### src/include/ssp_pkg.sv
// Constants, register map and types for the synchronous serial audio port.
// Shared by the port core, the compander interface and the compander.
package ssp_pkg;

  // Clock and bit rate limit.
  localparam int CLK_KHZ      = 50000;
  localparam int MAX_BIT_KBPS = 56250;
  localparam int HALF_MIN_CLK = (CLK_KHZ + 2 * MAX_BIT_KBPS - 1) / (2 * MAX_BIT_KBPS);

  // Widths.
  localparam int NLINES   = 2;
  localparam int ADDR_W   = 8;
  localparam int DATA_W   = 32;
  localparam int CTRL_W   = 14;
  localparam int CLKDIV_W = 16;
  localparam int FRAME_W  = 12;
  localparam int SLOT_W   = 7;
  localparam int WL_W     = 5;
  localparam int BITS_W   = 6;
  localparam int MODE_W   = 3;
  localparam int LAW_W    = 2;
  localparam int LIN_W    = 16;
  localparam int CODE_W   = 8;
  localparam int STAT_W   = 3;

  // Register byte addresses.
  localparam logic [ADDR_W-1:0] REG_CTRL    = 8'h00;
  localparam logic [ADDR_W-1:0] REG_CLKDIV  = 8'h04;
  localparam logic [ADDR_W-1:0] REG_FRAME   = 8'h08;
  localparam logic [ADDR_W-1:0] REG_COMPAND = 8'h0C;
  localparam logic [ADDR_W-1:0] REG_STAT    = 8'h10;
  localparam logic [ADDR_W-1:0] REG_MASK    = 8'h14;
  localparam logic [ADDR_W-1:0] REG_DATA0   = 8'h18;
  localparam logic [ADDR_W-1:0] REG_DATA1   = 8'h1C;
  localparam logic [ADDR_W-1:0] REG_STATE   = 8'h20;

  // Field positions.
  localparam int CTRL_EN       = 0;
  localparam int CTRL_MODE     = 1;
  localparam int CTRL_WL       = 4;
  localparam int CTRL_MSB      = 9;
  localparam int CTRL_SCLK_INT = 10;
  localparam int CTRL_FS_INT   = 11;
  localparam int CTRL_DIR      = 12;
  localparam int FRAME_LEN     = 0;
  localparam int FRAME_SLOTS   = 16;
  localparam int STAT_FS_ERR   = 0;
  localparam int STAT_WORD0    = 1;
  localparam int STATE_ACTIVE  = 0;
  localparam int STATE_SLOT    = 8;

  // Reset values.
  localparam logic [STAT_W-1:0] MASK_RST = 3'h1;

  // Word length limits, coded as length minus one.
  localparam logic [WL_W-1:0] WL_MIN        = 5'h02;
  localparam logic [WL_W-1:0] WL_MIN_STEREO = 5'h07;

  // Falling edges from a sync edge to the first bit.
  localparam logic [1:0] LAG_ONE = 2'h1;
  localparam logic [1:0] LAG_I2S = 2'h2;

  // Compander constants.
  localparam logic [LIN_W-1:0]  MU_BIAS      = 16'h0084;
  localparam logic [LIN_W-1:0]  MU_CLIP      = 16'h7F7B;
  localparam int                MU_SEG_LSB   = 7;
  localparam int                MU_MAN_SHIFT = 3;
  localparam logic [CODE_W-1:0] A_XOR        = 8'h55;
  localparam logic [LIN_W-1:0]  A_CLIP       = 16'h0FFF;
  localparam logic [LIN_W-1:0]  A_HALF       = 16'h0008;
  localparam logic [LIN_W-1:0]  A_SEG_STEP   = 16'h0100;
  localparam int                A_PRE_SHIFT  = 3;
  localparam int                A_SEG_LSB    = 5;

  typedef enum logic [MODE_W-1:0] {
    MODE_STD, MODE_TDM, MODE_I2S, MODE_PI2S, MODE_LJ
  } ssp_mode_t;

  typedef enum logic [LAW_W-1:0] {LAW_NONE, LAW_MU, LAW_A} ssp_law_t;

endpackage

### src/include/ssp_cmp_if.sv
// Interface between the port core and one line's compander.
// The core supplies law and samples; the compander answers combinationally.
`timescale 1ns/1ps
`default_nettype none

interface ssp_cmp_if
  import ssp_pkg::*;
();
  ssp_law_t          law;
  logic [LIN_W-1:0]  lin_in;
  logic [CODE_W-1:0] code_out;
  logic [CODE_W-1:0] code_in;
  logic [LIN_W-1:0]  lin_out;

  modport core (output law, lin_in, code_in, input code_out, lin_out);
  modport cmp  (input law, lin_in, code_in, output code_out, lin_out);
endinterface

`default_nettype wire

### src/verilog/ssp_compand.sv
// Mu-law and A-law compressor and expander for one data line.
// Purely combinational; the core registers everything around it.
`timescale 1ns/1ps
`default_nettype none

module ssp_compand
  import ssp_pkg::*;
(
  // Samples and codes of one line.
  ssp_cmp_if.cmp port
);

  logic              sgn;
  logic [LIN_W-1:0]  mag;
  logic [2:0]        seg;
  logic [3:0]        man;
  logic [LIN_W-1:0]  t;
  logic [CODE_W-1:0] c;

  // Compression of a 16-bit linear sample into an 8-bit code.
  always_comb begin
    sgn = port.lin_in[LIN_W-1];
    mag = sgn ? LIN_W'(-port.lin_in) : port.lin_in;
    seg = '0;
    man = '0;
    port.code_out = '0;
    case (port.law)
      LAW_MU: begin
        if (mag > MU_CLIP) begin
          mag = MU_CLIP;
        end
        mag = mag + MU_BIAS;
        for (int i = 0; i < 8; i++) begin
          if (mag[MU_SEG_LSB + i]) begin
            seg = 3'(i);
          end
        end
        man = 4'(mag >> (seg + MU_MAN_SHIFT));
        port.code_out = ~{sgn, seg, man};
      end
      LAW_A: begin
        mag = mag >> A_PRE_SHIFT;
        if (mag > A_CLIP) begin
          mag = A_CLIP;
        end
        for (int i = 0; i < 7; i++) begin
          if (mag[A_SEG_LSB + i]) begin
            seg = 3'(i + 1);
          end
        end
        man = (seg == 3'h0) ? 4'(mag >> 1) : 4'(mag >> seg);
        port.code_out = {~sgn, seg, man} ^ A_XOR;
      end
      default: ;
    endcase
  end

  // Expansion of an 8-bit code back to a 16-bit linear sample.
  always_comb begin
    c = '0;
    t = '0;
    port.lin_out = '0;
    case (port.law)
      LAW_MU: begin
        c = ~port.code_in;
        t = LIN_W'((LIN_W'({c[3:0], 3'h0}) + MU_BIAS) << c[6:4]);
        port.lin_out = c[7] ? LIN_W'(MU_BIAS - t) : LIN_W'(t - MU_BIAS);
      end
      LAW_A: begin
        c = port.code_in ^ A_XOR;
        t = LIN_W'({c[3:0], 4'h0}) + A_HALF;
        if (c[6:4] != 3'h0) begin
          t = t + A_SEG_STEP;
        end
        if (c[6:4] > 3'h1) begin
          t = LIN_W'(t << (c[6:4] - 3'h1));
        end
        port.lin_out = c[7] ? t : LIN_W'(-t);
      end
      default: ;
    endcase
  end

endmodule // ssp_compand

`default_nettype wire

### src/verilog/ssp_sync_serial_port.sv
// One synchronous serial audio port: register slave, link timing, two data lines.
// Assumes one 50 MHz clock; link pins come from outside it and are resynchronised.
//
// Local design decisions: the register offsets and the plain strobed port.
`timescale 1ns/1ps
`default_nettype none

module ssp_sync_serial_port
  import ssp_pkg::*;
(
  // Clock and reset.
  input  wire logic              i_clock,
  input  wire logic              i_rst,
  // Register port.
  input  wire logic [ADDR_W-1:0] i_addr,
  input  wire logic [DATA_W-1:0] i_wdata,
  input  wire logic              i_wr,
  input  wire logic              i_rd,
  output logic      [DATA_W-1:0] o_rdata,
  // Serial clock pin.
  input  wire logic              i_sclk,
  output logic                   o_sclk,
  output logic                   o_sclk_oe,
  // Frame sync pin.
  input  wire logic              i_fs,
  output logic                   o_fs,
  output logic                   o_fs_oe,
  // Data pins.
  input  wire logic [NLINES-1:0] i_data,
  output logic      [NLINES-1:0] o_data,
  output logic      [NLINES-1:0] o_data_oe,
  // DMA requests, one per line.
  output logic      [NLINES-1:0] o_dma_req,
  // Shared error interrupt.
  input  wire logic              i_peer_err,
  output logic                   o_err_irq
);

  // Registers.
  logic [CTRL_W-1:0]   ctrl;
  logic [CLKDIV_W-1:0] clkdiv;
  logic [FRAME_W-1:0]  frame_last;
  logic [SLOT_W-1:0]   slot_last;
  logic [NLINES*LAW_W-1:0] cmp_cfg;
  logic [STAT_W-1:0]   stat;
  logic [STAT_W-1:0]   mask;
  logic [DATA_W-1:0]   tx_hold [NLINES];
  logic [DATA_W-1:0]   rx_hold [NLINES];

  // Decoded controls.
  logic                en;
  logic                msb_first;
  logic                sclk_int;
  logic                fs_int;
  ssp_mode_t           mode;
  logic                stereo;
  logic                paired;
  logic [WL_W-1:0]     wl_cfg;
  logic [WL_W-1:0]     wl;
  logic [WL_W-1:0]     wl_min;
  logic [NLINES-1:0]   dir;

  assign en        = ctrl[CTRL_EN];
  assign msb_first = ctrl[CTRL_MSB];
  assign sclk_int  = ctrl[CTRL_SCLK_INT];
  assign fs_int    = ctrl[CTRL_FS_INT];
  assign mode      = ssp_mode_t'(ctrl[CTRL_MODE +: MODE_W]);
  assign stereo    = (mode == MODE_I2S) || (mode == MODE_PI2S) || (mode == MODE_LJ);
  assign paired    = (mode == MODE_TDM) || (mode == MODE_PI2S);
  assign wl_cfg    = ctrl[CTRL_WL +: WL_W];

  // Short words are raised to the floor of the mode instead of misbehaving.
  assign wl_min = stereo ? WL_MIN_STEREO : WL_MIN;
  assign wl     = (wl_cfg < wl_min) ? wl_min : wl_cfg;

  // A TDM port is a pure transmitter or pure receiver; line 0 decides.
  assign dir = (mode == MODE_TDM) ? {NLINES{ctrl[CTRL_DIR]}}
                                  : ctrl[CTRL_DIR +: NLINES];

  // Pin synchronisers.
  logic              sclk_m;
  logic              sclk_s;
  logic              sclk_d;
  logic              fs_m;
  logic              fs_s;
  logic [NLINES-1:0] din_m;
  logic [NLINES-1:0] din_s;

  always_ff @(posedge i_clock or posedge i_rst) begin
    if (i_rst) begin
      sclk_m <= 1'b0;
      sclk_s <= 1'b0;
      sclk_d <= 1'b0;
      fs_m   <= 1'b0;
      fs_s   <= 1'b0;
      din_m  <= '0;
      din_s  <= '0;
    end else begin
      sclk_m <= i_sclk;
      sclk_s <= sclk_m;
      sclk_d <= sclk_s;
      fs_m   <= i_fs;
      fs_s   <= fs_m;
      din_m  <= i_data;
      din_s  <= din_m;
    end
  end

  // Internal serial clock; the floor on the half period caps the bit rate.
  localparam logic [CLKDIV_W-1:0] HALF_MIN = CLKDIV_W'(HALF_MIN_CLK - 1);

  logic [CLKDIV_W-1:0] half_cnt;
  logic [CLKDIV_W-1:0] div_cnt;
  logic                sclk_gen;

  assign half_cnt = (clkdiv < HALF_MIN) ? HALF_MIN : clkdiv;

  always_ff @(posedge i_clock or posedge i_rst) begin
    if (i_rst) begin
      div_cnt  <= '0;
      sclk_gen <= 1'b0;
    end else if (!en || !sclk_int) begin
      div_cnt  <= '0;
      sclk_gen <= 1'b0;
    end else if (div_cnt == half_cnt) begin
      div_cnt  <= '0;
      sclk_gen <= ~sclk_gen;
    end else begin
      div_cnt  <= div_cnt + 1'b1;
    end
  end

  // Serial clock edges, from the divider or from the synchronised pin.
  logic tick;
  logic ev_rise;
  logic ev_fall;

  assign tick    = sclk_int ? (div_cnt == half_cnt) : (sclk_s != sclk_d);
  assign ev_rise = en && tick && (sclk_int ? !sclk_gen : sclk_s);
  assign ev_fall = en && tick && (sclk_int ? sclk_gen : !sclk_s);

  // Internal frame sync, advanced on falling edges.
  logic [FRAME_W-1:0] fpos;
  logic [FRAME_W-1:0] next_fpos;
  logic [FRAME_W-1:0] half;
  logic               fs_gen;

  assign next_fpos = (fpos == frame_last) ? '0 : fpos + 1'b1;
  assign half      = frame_last[FRAME_W-1:1] + FRAME_W'(frame_last[0]);

  always_ff @(posedge i_clock or posedge i_rst) begin
    if (i_rst) begin
      fpos   <= '0;
      fs_gen <= 1'b0;
    end else if (!en || !fs_int) begin
      fpos   <= '0;
      fs_gen <= 1'b0;
    end else if (ev_fall) begin
      fpos <= next_fpos;
      case (mode)
        MODE_I2S, MODE_PI2S: fs_gen <= (next_fpos >= half);
        MODE_LJ:             fs_gen <= (next_fpos < half);
        default:             fs_gen <= (next_fpos == '0);
      endcase
    end
  end

  // Frame sync edges: any edge in stereo modes, a rising one otherwise.
  logic fs_now;
  logic fs_prev;
  logic fs_edge;

  assign fs_now  = fs_int ? fs_gen : fs_s;
  assign fs_edge = stereo ? (fs_now != fs_prev) : (fs_now && !fs_prev);

  // Word sequencing shared by both lines.
  logic [1:0]        lag;
  logic              active;
  logic [BITS_W-1:0] left;
  logic [SLOT_W-1:0] slot;
  logic              more;
  logic              load;
  logic              err_ev;
  logic [BITS_W-1:0] idx_dn;
  logic [BITS_W-1:0] idx_up;
  logic [WL_W-1:0]   idx;

  // Packed modes carry further slots back to back after the first.
  assign more = paired && (slot != slot_last);
  assign load = ev_fall && ((lag == LAG_ONE) || (active && left == '0 && more));

  // A sync edge before the last bit of the word is an early frame sync.
  assign err_ev = ev_rise && fs_edge && active && (left > BITS_W'(1));

  assign idx_dn = left - 1'b1;
  assign idx_up = {1'b0, wl} + 1'b1 - left;
  assign idx    = msb_first ? idx_dn[WL_W-1:0] : idx_up[WL_W-1:0];

  always_ff @(posedge i_clock or posedge i_rst) begin
    if (i_rst) begin
      fs_prev <= 1'b0;
      lag     <= '0;
      active  <= 1'b0;
      left    <= '0;
      slot    <= '0;
    end else if (!en) begin
      fs_prev <= 1'b0;
      lag     <= '0;
      active  <= 1'b0;
      left    <= '0;
      slot    <= '0;
    end else begin
      if (ev_rise) begin
        fs_prev <= fs_now;
      end
      // I2S waits one more bit before the first data bit.
      if (ev_rise && fs_edge) begin
        lag <= (mode == MODE_I2S) ? LAG_I2S : LAG_ONE;
      end else if (ev_fall && lag != '0) begin
        lag <= lag - 1'b1;
      end
      if (load) begin
        active <= 1'b1;
        left   <= {1'b0, wl} + 1'b1;
        slot   <= (lag == LAG_ONE) ? '0 : slot + 1'b1;
      end else if (ev_fall && active && left == '0) begin
        active <= 1'b0;
      end else if (ev_rise && active && left != '0) begin
        left <= left - 1'b1;
      end
    end
  end

  // Compander per line.
  logic [CODE_W-1:0] tx_code [NLINES];
  logic [LIN_W-1:0]  rx_lin  [NLINES];
  ssp_law_t          law     [NLINES];
  logic [DATA_W-1:0] tx_sel  [NLINES];
  logic [DATA_W-1:0] tx_word [NLINES];
  logic [DATA_W-1:0] rx_sh   [NLINES];

  for (genvar g = 0; g < NLINES; g++) begin : g_line
    ssp_cmp_if cif ();

    assign cif.law     = ssp_law_t'(cmp_cfg[g*LAW_W +: LAW_W]);
    assign cif.lin_in  = tx_hold[g][LIN_W-1:0];
    assign cif.code_in = rx_sh[g][CODE_W-1:0];
    assign tx_code[g]  = cif.code_out;
    assign rx_lin[g]   = cif.lin_out;
    assign law[g]      = cif.law;
    assign tx_sel[g]   = (cif.law != LAW_NONE)
                       ? {{(DATA_W-CODE_W){1'b0}}, tx_code[g]} : tx_hold[g];

    ssp_compand u_cmp (
      .port (cif.cmp)
    );
  end

  // Both lines shift in step, which gives four stereo channels per port.
  logic [NLINES-1:0] dout;
  logic [NLINES-1:0] rx_done;
  logic [NLINES-1:0] dma_ev;

  always_ff @(posedge i_clock or posedge i_rst) begin
    if (i_rst) begin
      dout    <= '0;
      rx_done <= '0;
      for (int l = 0; l < NLINES; l++) begin
        tx_word[l] <= '0;
        rx_sh[l]   <= '0;
      end
    end else begin
      for (int l = 0; l < NLINES; l++) begin
        rx_done[l] <= 1'b0;
        if (load) begin
          tx_word[l] <= tx_sel[l];
          rx_sh[l]   <= '0;
          dout[l]    <= tx_sel[l][msb_first ? wl : '0];
        end else if (ev_fall && active && left != '0) begin
          dout[l] <= tx_word[l][idx];
        end
        if (ev_rise && active && left != '0) begin
          rx_sh[l][idx] <= din_s[l];
          rx_done[l]    <= (left == BITS_W'(1)) && !dir[l];
        end
      end
    end
  end

  // A transmitter asks for a refill on load, a receiver on a full word.
  always_comb begin
    for (int l = 0; l < NLINES; l++) begin
      dma_ev[l] = dir[l] ? load : rx_done[l];
    end
  end

  always_ff @(posedge i_clock or posedge i_rst) begin
    if (i_rst) begin
      o_dma_req <= '0;
      for (int l = 0; l < NLINES; l++) begin
        rx_hold[l] <= '0;
      end
    end else begin
      o_dma_req <= dma_ev;
      for (int l = 0; l < NLINES; l++) begin
        if (rx_done[l]) begin
          rx_hold[l] <= (law[l] != LAW_NONE)
                      ? {{(DATA_W-LIN_W){rx_lin[l][LIN_W-1]}}, rx_lin[l]} : rx_sh[l];
        end
      end
    end
  end

  // Register writes.
  always_ff @(posedge i_clock or posedge i_rst) begin
    if (i_rst) begin
      ctrl       <= '0;
      clkdiv     <= '0;
      frame_last <= '0;
      slot_last  <= '0;
      cmp_cfg    <= '0;
      mask       <= MASK_RST;
      for (int l = 0; l < NLINES; l++) begin
        tx_hold[l] <= '0;
      end
    end else if (i_wr) begin
      case (i_addr)
        REG_CTRL:    ctrl    <= i_wdata[CTRL_W-1:0];
        REG_CLKDIV:  clkdiv  <= i_wdata[CLKDIV_W-1:0];
        REG_FRAME: begin
          frame_last <= i_wdata[FRAME_LEN +: FRAME_W];
          slot_last  <= i_wdata[FRAME_SLOTS +: SLOT_W];
        end
        REG_COMPAND: cmp_cfg <= i_wdata[NLINES*LAW_W-1:0];
        REG_MASK:    mask    <= i_wdata[STAT_W-1:0];
        REG_DATA0:   tx_hold[0] <= i_wdata;
        REG_DATA1:   tx_hold[1] <= i_wdata;
        default: ;
      endcase
    end
  end

  // Sticky status; a new event in the clearing read's cycle survives.
  logic [STAT_W-1:0] stat_ev;

  always_comb begin
    stat_ev              = '0;
    stat_ev[STAT_FS_ERR] = err_ev;
    for (int l = 0; l < NLINES; l++) begin
      stat_ev[STAT_WORD0 + l] = dma_ev[l];
    end
  end

  always_ff @(posedge i_clock or posedge i_rst) begin
    if (i_rst) begin
      stat <= '0;
    end else begin
      stat <= ((i_rd && i_addr == REG_STAT) ? '0 : stat) | stat_ev;
    end
  end

  // Register reads; data stands only in the cycle after the strobe.
  always_ff @(posedge i_clock or posedge i_rst) begin
    if (i_rst) begin
      o_rdata <= '0;
    end else if (i_rd) begin
      case (i_addr)
        REG_CTRL:    o_rdata <= DATA_W'(ctrl);
        REG_CLKDIV:  o_rdata <= DATA_W'(clkdiv);
        REG_FRAME:   o_rdata <= (DATA_W'(slot_last) << FRAME_SLOTS)
                              | (DATA_W'(frame_last) << FRAME_LEN);
        REG_COMPAND: o_rdata <= DATA_W'(cmp_cfg);
        REG_STAT:    o_rdata <= DATA_W'(stat);
        REG_MASK:    o_rdata <= DATA_W'(mask);
        REG_DATA0:   o_rdata <= rx_hold[0];
        REG_DATA1:   o_rdata <= rx_hold[1];
        REG_STATE:   o_rdata <= (DATA_W'(slot) << STATE_SLOT)
                              | (DATA_W'(active) << STATE_ACTIVE);
        default:     o_rdata <= '0;
      endcase
    end else begin
      o_rdata <= '0;
    end
  end

  // Other ports' errors arrive already combined on the peer input.
  assign o_err_irq = (|(stat & mask)) || i_peer_err;

  // Pin drivers.
  assign o_sclk    = sclk_gen;
  assign o_sclk_oe = en && sclk_int;
  assign o_fs      = fs_gen;
  assign o_fs_oe   = en && fs_int;
  assign o_data    = dout;
  assign o_data_oe = en ? dir : '0;

endmodule // ssp_sync_serial_port

`default_nettype wire

### config.mk
export PLATFORM = sky130hd
export DESIGN_NAME = ssp_sync_serial_port
export DESIGN_NICKNAME = d
export VERILOG_FILES = /design/src/include/ssp_pkg.sv /design/src/include/ssp_cmp_if.sv /design/src/verilog/ssp_compand.sv /design/src/verilog/ssp_sync_serial_port.sv
export SDC_FILE = /design/constraint.sdc
export NUM_CORES = 1
export LEC_CHECK = 0
export BUFFER_PORTS_ARGS = -buffer_cell sky130_fd_sc_hd__buf_4
export CORE_MARGIN = 2
export CORE_UTILIZATION = 40
export DETAILED_ROUTE_END_ITERATION = 7
export GPL_TIMING_DRIVEN = 0
export PLACE_DENSITY = 0.57
export RECOVER_POWER = 100
export SLEW_MARGIN = 20
export SYNTH_ARGS = -nofsm -noshare
export SYNTH_HDL_FRONTEND = slang
export SYNTH_SLANG_ARGS = --single-unit
### constraint.sdc
create_clock -name i_clock -period 12.2 [get_ports i_clock]
set_input_delay 0.61 -clock i_clock [delete_from_list [all_inputs] [get_ports i_clock]]
set_output_delay 0.61 -clock i_clock [all_outputs]
set_load 0.05 [all_outputs]
; Word level (Yosys, flattened, before mapping)
; Index checks and enable logic that the tools add are counted.
[totals]
in_bits = 49
elab_cells = 320
ff_bits = 409
output_inout_bits = 43
[op_classes]
n_addsub = 28
n_mux = 129
n_bitwise = 15
n_eq_ne = 29
reduce_logical = 62
order_cmp = 14
n_shift = 8
[ops]
columns = cell, n
row1 = two-way mux 16 bit, 23
row2 = two-way mux 32 bit, 9
row3 = case mux 32 bit (9 select lines), 1
row4 = two-way mux 3 bit, 22
row5 = bitwise mux 32 bit, 2
row6 = negator 16 bit, 4
row7 = case mux 16 bit (2 select lines), 2
row8 = << shifter 16 x 3 -> 16 bit, 4
row9 = >> shifter 16 x 32 -> 4 bit, 2
row10 = two-way mux 12 bit, 3
row11 = "adder 16 x 8 -> 16 bit, second input constant", 2
row12 = "adder 16 x 9 -> 16 bit, second input constant", 2
row13 = "equality test 8 x 5 -> 1 bit, second input constant", 4
row14 = "> comparator 16 x 15 -> 1 bit, second input constant", 2
row15 = NOT 8 bit, 4
row16 = case mux 8 bit (2 select lines), 2
row17 = >> shifter 16 x 3 -> 4 bit, 2
row18 = "subtractor 16 x 8 -> 16 bit, second input constant", 2
row19 = "subtractor 8 x 16 -> 16 bit, first input constant", 2
row20 = two-way mux 1 bit, 31
row21 = two-way mux 2 bit, 14
row22 = "> comparator 13 x 12 -> 1 bit, second input constant", 2
row23 = two-way mux 13 bit, 2
row24 = two-way mux 6 bit, 4
row25 = other kinds (61), 138

; Longest topological paths before layout
; Gate-level depths: netlist (run 1).
[logic_depth]
word_depth = 22
ltp_mapped = 25

; Hierarchy
; From an unflattened synthesis (run 1), not the netlist that was laid out.
[unflattened]
cells_unflattened = 3077
hier_area_um2 = 27317.4
[modules_own_cells]
columns = module, instances, cells_per_inst, area_each_um2
row1 = ssp_sync_serial_port, 1, 1981, 20070.5
row2 = ssp_compand, 2, 548, 3623.5

; Worst setup path after synthesis (run 1)
; OpenSTA, ideal clock, no wires.
[synth_path]
kind = flip-flop to flip-flop
startpoint = register ctrl[1]
endpoint = register dout[1], in the netlist o_data[1]
stages_incl_launch_ff = 23
setup_ns = 0.133
arrival_time_ns = 5.488
path_buffers = 2
setup_slack_ns = 6.580
synth_period_minus_slack_ns = 5.620
cell_sequence = dfrtp_1 > or3b_2 > nand2_1 > inv_1 > ha_1 > nor3_1 > nand2_1 > a22oi_1 > clkinv_1 > clkbuf_1 > ha_1 > inv_1 > fa_1 > mux2i_1 > clkbuf_1 > mux4_2 > mux2_2 > a221oi_1 > nor2_1 > a311oi_1 > a21oi_1 > a2111oi_2 > a31oi_1
[synth_between]
elab_chain_len = 13
elab_cells_between_ends = 25
[synth_rtl]
columns = element, line_no
row1 = "start, declared", ssp_sync_serial_port.sv:40  ; logic [CTRL_W-1:0] ctrl;
row2 = "start signal, assigned", ssp_sync_serial_port.sv:328  ; REG_CTRL: ctrl <= i_wdata[CTRL_W-1:0];
row3 = equality test 3 x 2 -> 1 bit (on tied branches), "ssp_sync_serial_port.sv:68, ssp_sync_serial_port.sv:69"
row4 = logical OR 1 bit (2 in series), ssp_sync_serial_port.sv:68  ; assign stereo = (mode == MODE_I2S) || (mode == MODE_PI2S) || (mode == MODE_LJ);
row5 = two-way mux 3 bit, ssp_sync_serial_port.sv:73  ; assign wl_min = stereo ? WL_MIN_STEREO : WL_MIN;
row6 = less-than comparator 5 x 3 -> 1 bit, ssp_sync_serial_port.sv:74  ; assign wl = (wl_cfg < wl_min) ? wl_min : wl_cfg;
row7 = two-way mux 5 bit, ssp_sync_serial_port.sv:74
row8 = adder 5 x 1 -> 6 bit, -
row9 = subtractor 5 bit, ssp_sync_serial_port.sv:196  ; assign idx_up = {1'b0, wl} + 1'b1 - left;
row10 = two-way mux 5 bit, ssp_sync_serial_port.sv:197  ; assign idx = msb_first ? idx_dn[WL_W-1:0] : idx_up[WL_W-1:0];
row11 = binary-select mux 1 bit (select 5 bit), ssp_sync_serial_port.sv:280  ; dout[l] <= tx_word[l][idx];
row12 = two-way mux 1 bit (not written as such), ssp_sync_serial_port.sv:280
row13 = two-way mux 1 bit, ssp_sync_serial_port.sv:279  ; end else if (ev_fall && active && left != '0) begin
row14 = two-way mux 1 bit, ssp_sync_serial_port.sv:275  ; if (load) begin
row15 = "end signal, assigned by index", ssp_sync_serial_port.sv:278  ; dout[l] <= tx_sel[l][msb_first ? wl : '0];
row16 = "end signal, assigned by index", ssp_sync_serial_port.sv:280
row17 = "end, declared", ssp_sync_serial_port.sv:260  ; logic [NLINES-1:0] dout;
; Parallel ways exist; a longest one is shown, timed or not. The select of a mux whose other input is x is not followed.
; A chain may end at the register's enable or synchronous reset.

; Final worst setup path (run 1)
; Ends and elaborated chain as after synthesis.

==> metrics, run 1 <==
clock buffer count from CTS=47; violated checks=max-capacitance violations, max-slew violations; Req. time, crit path=12.65 ns; Setup Buffers After CTS=0; yosys warns=0; Final Skew=0.0400 ns; Cell Pwr Density=120 nW/um2; Yosys cell types=98; reg2reg setup slack=3.85 ns; buffers added on ports=90; crit start category=flip-flop; Worst slew margin=-188%; Worst R2R Path Depth=20; EDFF count, synth=0; Peak VDD IR=0.0000857 V; 1st-iter DRT viols=approximately 2,700; most frequent cell after synthesis=nand2_1; Hold WS=0.121 ns; Skew-Pair Late Insertion Delay=slightly above 0.6 ns; ys async rst share=100%; DRT Pass-1 Iters=6; fill cell total of the finished layout=6,351; hold depth=1; Crit Path Class=flip-flop to flip-flop; antenna-violating nets left=0; routed vias=approximately 24,000; HP Start=i_data[0]; share of layout cells above drive strength 1=10.3%; hold buffers post-CTS=0; Commonest cells post-synth=466 x nand2_1, 408 x dfrtp_1, 340 x nor2_1; GRT busiest layer=met2; R2R Path Start=ctrl[1]$_DFFE_PP0P_; Reg clk slew, reported paths=around 0.060 ns; row count=93; final wirelength=97.5 mm; post-route minimum period=8.35 ns; # IOs=92; FMAX=0.120 GHz; Synth Register Bits=409; status=finished, violations left; Die ar.=about 67,000 um2; Syn Area/Cell=8.66 um2; first-pass GRT wire length=148 mm; Synth Instances=2,981; Slew Limit Fails=133; Post-DP HPWL=roughly 74 mm; met1 usage=38.2%; DRC violations left=0; routability cong.=0.944; class of the worst hold path=primary input to flip-flop; clk root buf=clkbuf_16; unrepaired setup endpoints after global routing=false; starting density of the core=40.2%; maxcap violations=2; CTS tree=yes; CP endpoint kind=flip-flop; htree depth=2; grt total ovfl=0; area delta synth->final=12.7%; CTS resizes=0; nets=3,228; post-route clock period utilization=68.4%; Hold Path End=din_m[0]$_DFF_PP0_; Die Y=258 um; Core Area=64,100 um2; share of the synthesized area in the top cell type=39.6%; sequential area share after synthesis=39.7%; worst reg2reg path endpoint=o_data[1]$_DFFE_PP0P_; mapped cell area=25,800 um2; Total GRT Usage=just under 30%; top cell type by total area after synthesis=dfrtp_1; clock tree buffer depth=3; met2 usage=47.2%; initial antenna violation count=1; Crit Path Max Fanout=11; wire per inst=24.3 um; # clock sinks=just over 400; met3 GRT Util=3.98%; Crit path arrival time=8.79 ns; Die W=258 um; Synth area leaders=dfrtp_1 40%, nand2_1 6.8%, mux2_2 5.9%, nor2_1 4.9%, o21ai_0 3.9%; vias per cell=6.04; diode count=0; Worst Tran Pin Value=around 4.3 ns; Post-Syn Nets=3,085; Final Setup Violations=0; top_reg_cell synth=dfrtp_1; vias in the first global route=around 24,000; total power=3.48 mW; largest net degree at the start of global routing=101; P_leak=12.4 nW; Final Hold Vio Count=0
-- power by group --
part           switching, mW  internal, mW
Clock                  0.623         0.873
Combinational          0.393         0.179
Sequential            0.0283          1.38
Total                   1.04          2.43
-- registers in the layout, indices dropped and copies added (netlist names), 3 cells and up --
name and count:
rx_hold 64, tx_word 64, rx_sh 48, g_line.cif.lin_in 32, o_rdata 32, tx_hold 32, clkdiv 16, div_cnt 16
g_line.cif.code_in 16, ctrl 14, fpos 12, frame_last 12, slot 7, slot_last 7, left 6, cmp_cfg 4
mask 3, stat 3
-- worst max path at each step --
stage                   startpoint                     to  slack [ns]  depth (start not counted)
2_1_floorplan                i_rst     active$_DFFE_PP0P_        0.21                          1
4_1_cts        ctrl[1]$_DFFE_PP0P_  o_data[0]$_DFFE_PP0P_        4.11                         23
6_report       ctrl[1]$_DFFE_PP0P_  o_data[1]$_DFFE_PP0P_        3.85                         20
5_1_grt        ctrl[1]$_DFFE_PP0P_  o_data[1]$_DFFE_PP0P_        3.56                         25
3_5_place_dp   ctrl[1]$_DFFE_PP0P_  o_data[0]$_DFFE_PP0P_        4.16                         23
3_3_place_gp                 i_rst     din_m[0]$_DFF_PP0_       -4.40                          2
-- through the flow --
step                instance area, um2  util (%)  cells  setup WS (ns)  setup TNS [ns]
CTS                              29300      45.7   4014           4.11               0
floorplan                        25800         -   2981          0.212               0
global placement                 27500      43.0   3926          -4.40        -1772.39
detailed placement               27700      43.2   3930           4.16               0
finish                           29100      45.4   4014           3.85               0
global route                     29100      45.4   4014           3.56               0
-- area by class of cell --
type | count | area [um2] | area share (%)
repair buffers | 94 | 601 | 2.07
clock buffers | 64 | 1320 | 4.54
multi-input cells | 2304 | 14500 | 50.0
plain buffers | 202 | 777 | 2.67
flip-flops and latches | 409 | 10200 | 35.2
clock inverters | 20 | 298 | 1.02
inverters | 66 | 249 | 0.856
well taps | 855 | 1070 | 3.68
-- kinds of logic after synthesis --
| kind of cell | synth area share [%] |
|---|---|
| buf+inv | 3.97 |
| fa+ha+maj | 2.73 |
| mux | 9.52 |
| simple gates | 19.6 |
| compound gates | 18.9 |
| flops | 39.7 |
| xor+xnor | 5.66 |
-- critical path, cell delays in order (launching register included) --
cell and delay [ns]:
dfrtp_1 0.43, or3b_2 0.52, nand2_1 0.21, inv_1 0.16
ha_1 0.21, nor3_1 0.33, nand2_1 0.14, a22oi_1 0.85
clkinv_1 0.61, clkbuf_1 0.51, ha_1 0.46, inv_1 0.07
fa_1 0.45, mux2i_1 0.23, clkbuf_1 0.73, clkbuf_1 0.73
mux4_2 0.43, a311oi_1 0.33, a21oi_1 0.17, a2111oi_0 0.42
a31oi_1 0.16
-- layout by cell type, fill, tap and decap left out, drive strengths merged, types with 53 or more instances in the layout --
master,n
a22oi,53
o21ai,212
buf,68
clkbuf,292
mux2,137
nand3,122
xor2,62
xnor2,104
inv,62
nand2,468
a21oi,173
nor2,341
dfrtp,408
mux2i,53
ha,54
-- metal layers --
layer / wire [um] / up-vias
li1: - / 10900
met1: 40200 / 12000
met2: 45500 / 1113
met3: 7310 / 221
met4: 4610 / 0
met5: 0 / -
Note: power is estimated with default switching activity, not from simulation.
==> inputs of run 2 (changes only) <==
Settings changed: PLACE_DENSITY 0.57 to 0.55.
Clock period 12.2 ns to 7.9 ns, I/O delays scaled along.
==> run 2 against run 1 <==
Compared with the run above: clock power increased by 47%; die area stayed put; setup slack worse by 3.5 ns; cell area hardly changed; global-route usage fell by 0.35 points; wire length fell by 0.69%; critical path type unchanged; the flow still finishes with violations (max-capacitance violations, max-slew violations); sequential power up 55%; first-iteration DRC count fell by 2.3%.
==> metrics, run 2 (synthesized netlist as in run 1, its figures left out) <==
largest net degree at the start of global routing=37 (was 101); Sequential Power Share=41.3% (was 40.5%); Final Non-Filler Cells=4,029 (was 4,014); wire per inst=24.0 um (was 24.3 um); most frequent cells in the layout=467 x nand2_1, 408 x dfrtp_1, 340 x nor2_1 (was 467 x nand2_1, 408 x dfrtp_1, 341 x nor2_1); Die Y=258 um (unchanged); Regs by FF count=rx_hold: 64 flops, tx_word: 64 flops, rx_sh: 48 flops (unchanged); maxcap violations=6 (was 2); Final Setup Violations=0 (unchanged); fill cell total of the finished layout=6,309 (was 6,351); grt total ovfl=0 (unchanged); class of the worst hold path=primary input to flip-flop (unchanged); Final Skew=0.0188 ns (was 0.0400 ns); Hold Path End=tx_hold[27]$_DFFE_PP0P_ (was din_m[0]$_DFF_PP0_); post-route minimum period=7.54 ns (was 8.35 ns); Worst Tran Pin Value=1.90 ns (was 4.32 ns); nets=3,243 (was 3,228); Crit path arrival time=8.02 ns (was 8.79 ns); # clock sinks=409 (unchanged); status=finished, violations left (unchanged); Reg clk slew, reported paths=0.06 ns (about the same); Worst slew margin=-26.9% (was -188%); area delta synth->final=12.7% (about the same); switching part of the total=30.2% (was 30.1%); clk root buf=clkbuf_16 (unchanged); worst reg2reg path endpoint=o_data[1]$_DFFE_PP0P_ (unchanged); DRC violations left=0 (unchanged); logic gate share of total power=16.8% (was 16.5%); P_leak=12.4 nW (about the same); unrepaired setup endpoints after global routing=false (unchanged); CP endpoint kind=flip-flop (unchanged); final instance area=29,100 um2 (about the same); P_int=3.68 mW (was 2.43 mW); antenna-violating nets left=0 (unchanged); HP Start=i_wdata[27] (was i_data[0]); Skew-Pair Late Insertion Delay=0.61 ns (was 0.62 ns); hold depth=2 (was 1); diode count=0 (unchanged); R2R Path Start=ctrl[3]$_DFFE_PP0P_ (was ctrl[1]$_DFFE_PP0P_); Req. time, crit path=8.38 ns (was 12.65 ns); post-route clock period utilization=95.5% (was 68.4%); clock tree buffer depth=3 (unchanged); first-pass GRT wire length=145 mm (was 148 mm); Total GRT Usage=28.5% (was 28.9%); share of layout cells above drive strength 1=10.4% (was 10.3%); DRT Pass-1 Iters=8 (was 6); most common cell after layout, fill and taps aside=nand2_1 (unchanged); # IOs=92 (unchanged); area of the multi-input gates=14,500 um2 (about the same); Peak VDD IR=0.000139 V (was 0.0000857 V); routed vias=24,200 (about the same); crit start category=flip-flop (unchanged); Crit Path Class=flip-flop to flip-flop (unchanged); met1 usage=39.0% (was 38.2%); Setup Buffers After CTS=0 (unchanged); met3 GRT Util=4.73% (was 3.98%); Die ar.=66,600 um2 (unchanged); initial antenna violation count=1 (unchanged); Fin Setup TNS=0 ns (unchanged); row count=93 (unchanged); final wirelength=96.9 mm (was 97.5 mm); Final Hold Vio Count=0 (unchanged); CTS tree=yes (unchanged); clock share of power=41.9% (was 43.0%); vias in the first global route=23,100 (was 23,700); Slew Limit Fails=194 (was 133); reg2reg setup slack=0.36 ns (was 3.85 ns); Post-DP HPWL=74.6 mm (was 74.4 mm); Worst R2R Path Depth=25 (was 20); htree depth=2 (unchanged); vias per cell=6.00 (was 6.04); post-place instance area=27,900 um2 (was 27,700 um2); Core Area=64,100 um2 (unchanged); Cell Pwr Density=181 nW/um2 (was 120 nW/um2); starting density of the core=40.2% (unchanged); 1st-iter DRT viols=2,618 (was 2,681); dpl cells=3,940 (was 3,930); FMAX=0.133 GHz (was 0.120 GHz); met2 usage=45.3% (was 47.2%); routability cong.=0.973 (was 0.944); violated checks=max-capacitance violations, max-slew violations (unchanged); net switching power=1.59 mW (was 1.04 mW); Crit Path Max Fanout=11 (unchanged); clock buffer count from CTS=47 (unchanged); GRT busiest layer=met2 (unchanged); setup slack after layout=0.359 ns (was 3.85 ns); buffers added on ports=90 (unchanged); DP Worst Slack=-0.107 ns (was 4.16 ns); Register Area=10,200 um2 (unchanged); Die W=258 um (unchanged)
-- run 2: changes by cell type in the layout (fill, tap and decap cells not counted), moves of 3 or more --
cell           before  now
clkbuf_1          231  238
bufinv_16           5    2
clkinv_2            6   10
clkbuf_8            8   11
clkbuf_2            0    3
dlygate4sd3_1       0    5
-- run 2: area by class of cell --
type / instances / share of cell area [%]
well taps: 855 / 3.68
repair buffers: 109 / 2.26
clock inverters: 18 / 0.633
inverters: 66 / 0.869
flip-flops and latches: 409 / 35.2
plain buffers: 202 / 2.68
clock buffers: 66 / 4.67
multi-input cells: 2304 / 50.0
-- run 2: worst max path at each step --
stage,to,slack (ns),startpoint,depth (start not counted)
2_1_floorplan,active$_DFFE_PP0P_,1.99,i_rst,1
3_3_place_gp,g_line[0].cif.code_in[5]$_DFF_PP0_,-0.50,i_rst,2
3_5_place_dp,o_data[1]$_DFFE_PP0P_,-0.11,ctrl[1]$_DFFE_PP0P_,20
4_1_cts,o_data[1]$_DFFE_PP0P_,0.24,ctrl[3]$_DFFE_PP0P_,25
5_1_grt,o_data[1]$_DFFE_PP0P_,0.02,ctrl[1]$_DFFE_PP0P_,25
6_report,o_data[1]$_DFFE_PP0P_,0.36,ctrl[3]$_DFFE_PP0P_,25
-- run 2: layer usage --
layer / routed length [um] / vias to the layer above
met5: 11 / -
met4: 4120 / 2
met3: 7120 / 216
met2: 44000 / 1022
met1: 41600 / 12000
li1: - / 11000
-- run 2: repair_timing --
action | 4_1_cts | 5_1_grt
pin swaps | 0 | 1
resized for setup | 3 | 2
hold buffers | 5 | 0
setup endpoints to repair | 2 | 1
hold endpoints to repair | 31 | 0
-- run 2: power by group through the flow --
stage	clock, mW	combinational, mW	sequential [mW]
floorplan	0	0.581	2.19
global placement	0	0.863	2.21
detailed placement	0	0.885	2.21
CTS	2.24	0.892	2.17
global route	2.33	0.953	2.18
finish	2.20	0.887	2.18
-- run 2: critical path, stage by stage (launching register included) --
cell and delay, ns:
dfrtp_1 0.45, or3b_2 0.51, nand2_1 0.22, inv_1 0.14
ha_1 0.20, nor3_1 0.40, nand2_1 0.17, a22oi_2 0.56
clkinvlp_4 0.43, clkbuf_1 0.44, ha_1 0.37, xor2_1 0.19
ha_1 0.36, nor2b_1 0.14, o21ai_0 0.17, nand2b_1 0.10
xnor2_1 0.12, o21ai_0 0.27, xor2_2 0.44, nor2_1 0.31
a221oi_1 0.34, nor2_1 0.07, a311oi_1 0.32, a21oi_1 0.20
a2111oi_2 0.33, a31oi_1 0.12
-- run 2: metrics by stage --
step	util [%]	hold slack [ns]	total power, mW
floorplan	-	0.331	2.77
global placement	43.0	0.335	3.08
detailed placement	43.4	0.336	3.10
CTS	45.9	0.0117	5.30
global route	45.3	0.0228	5.46
finish	45.3	0.0298	5.27
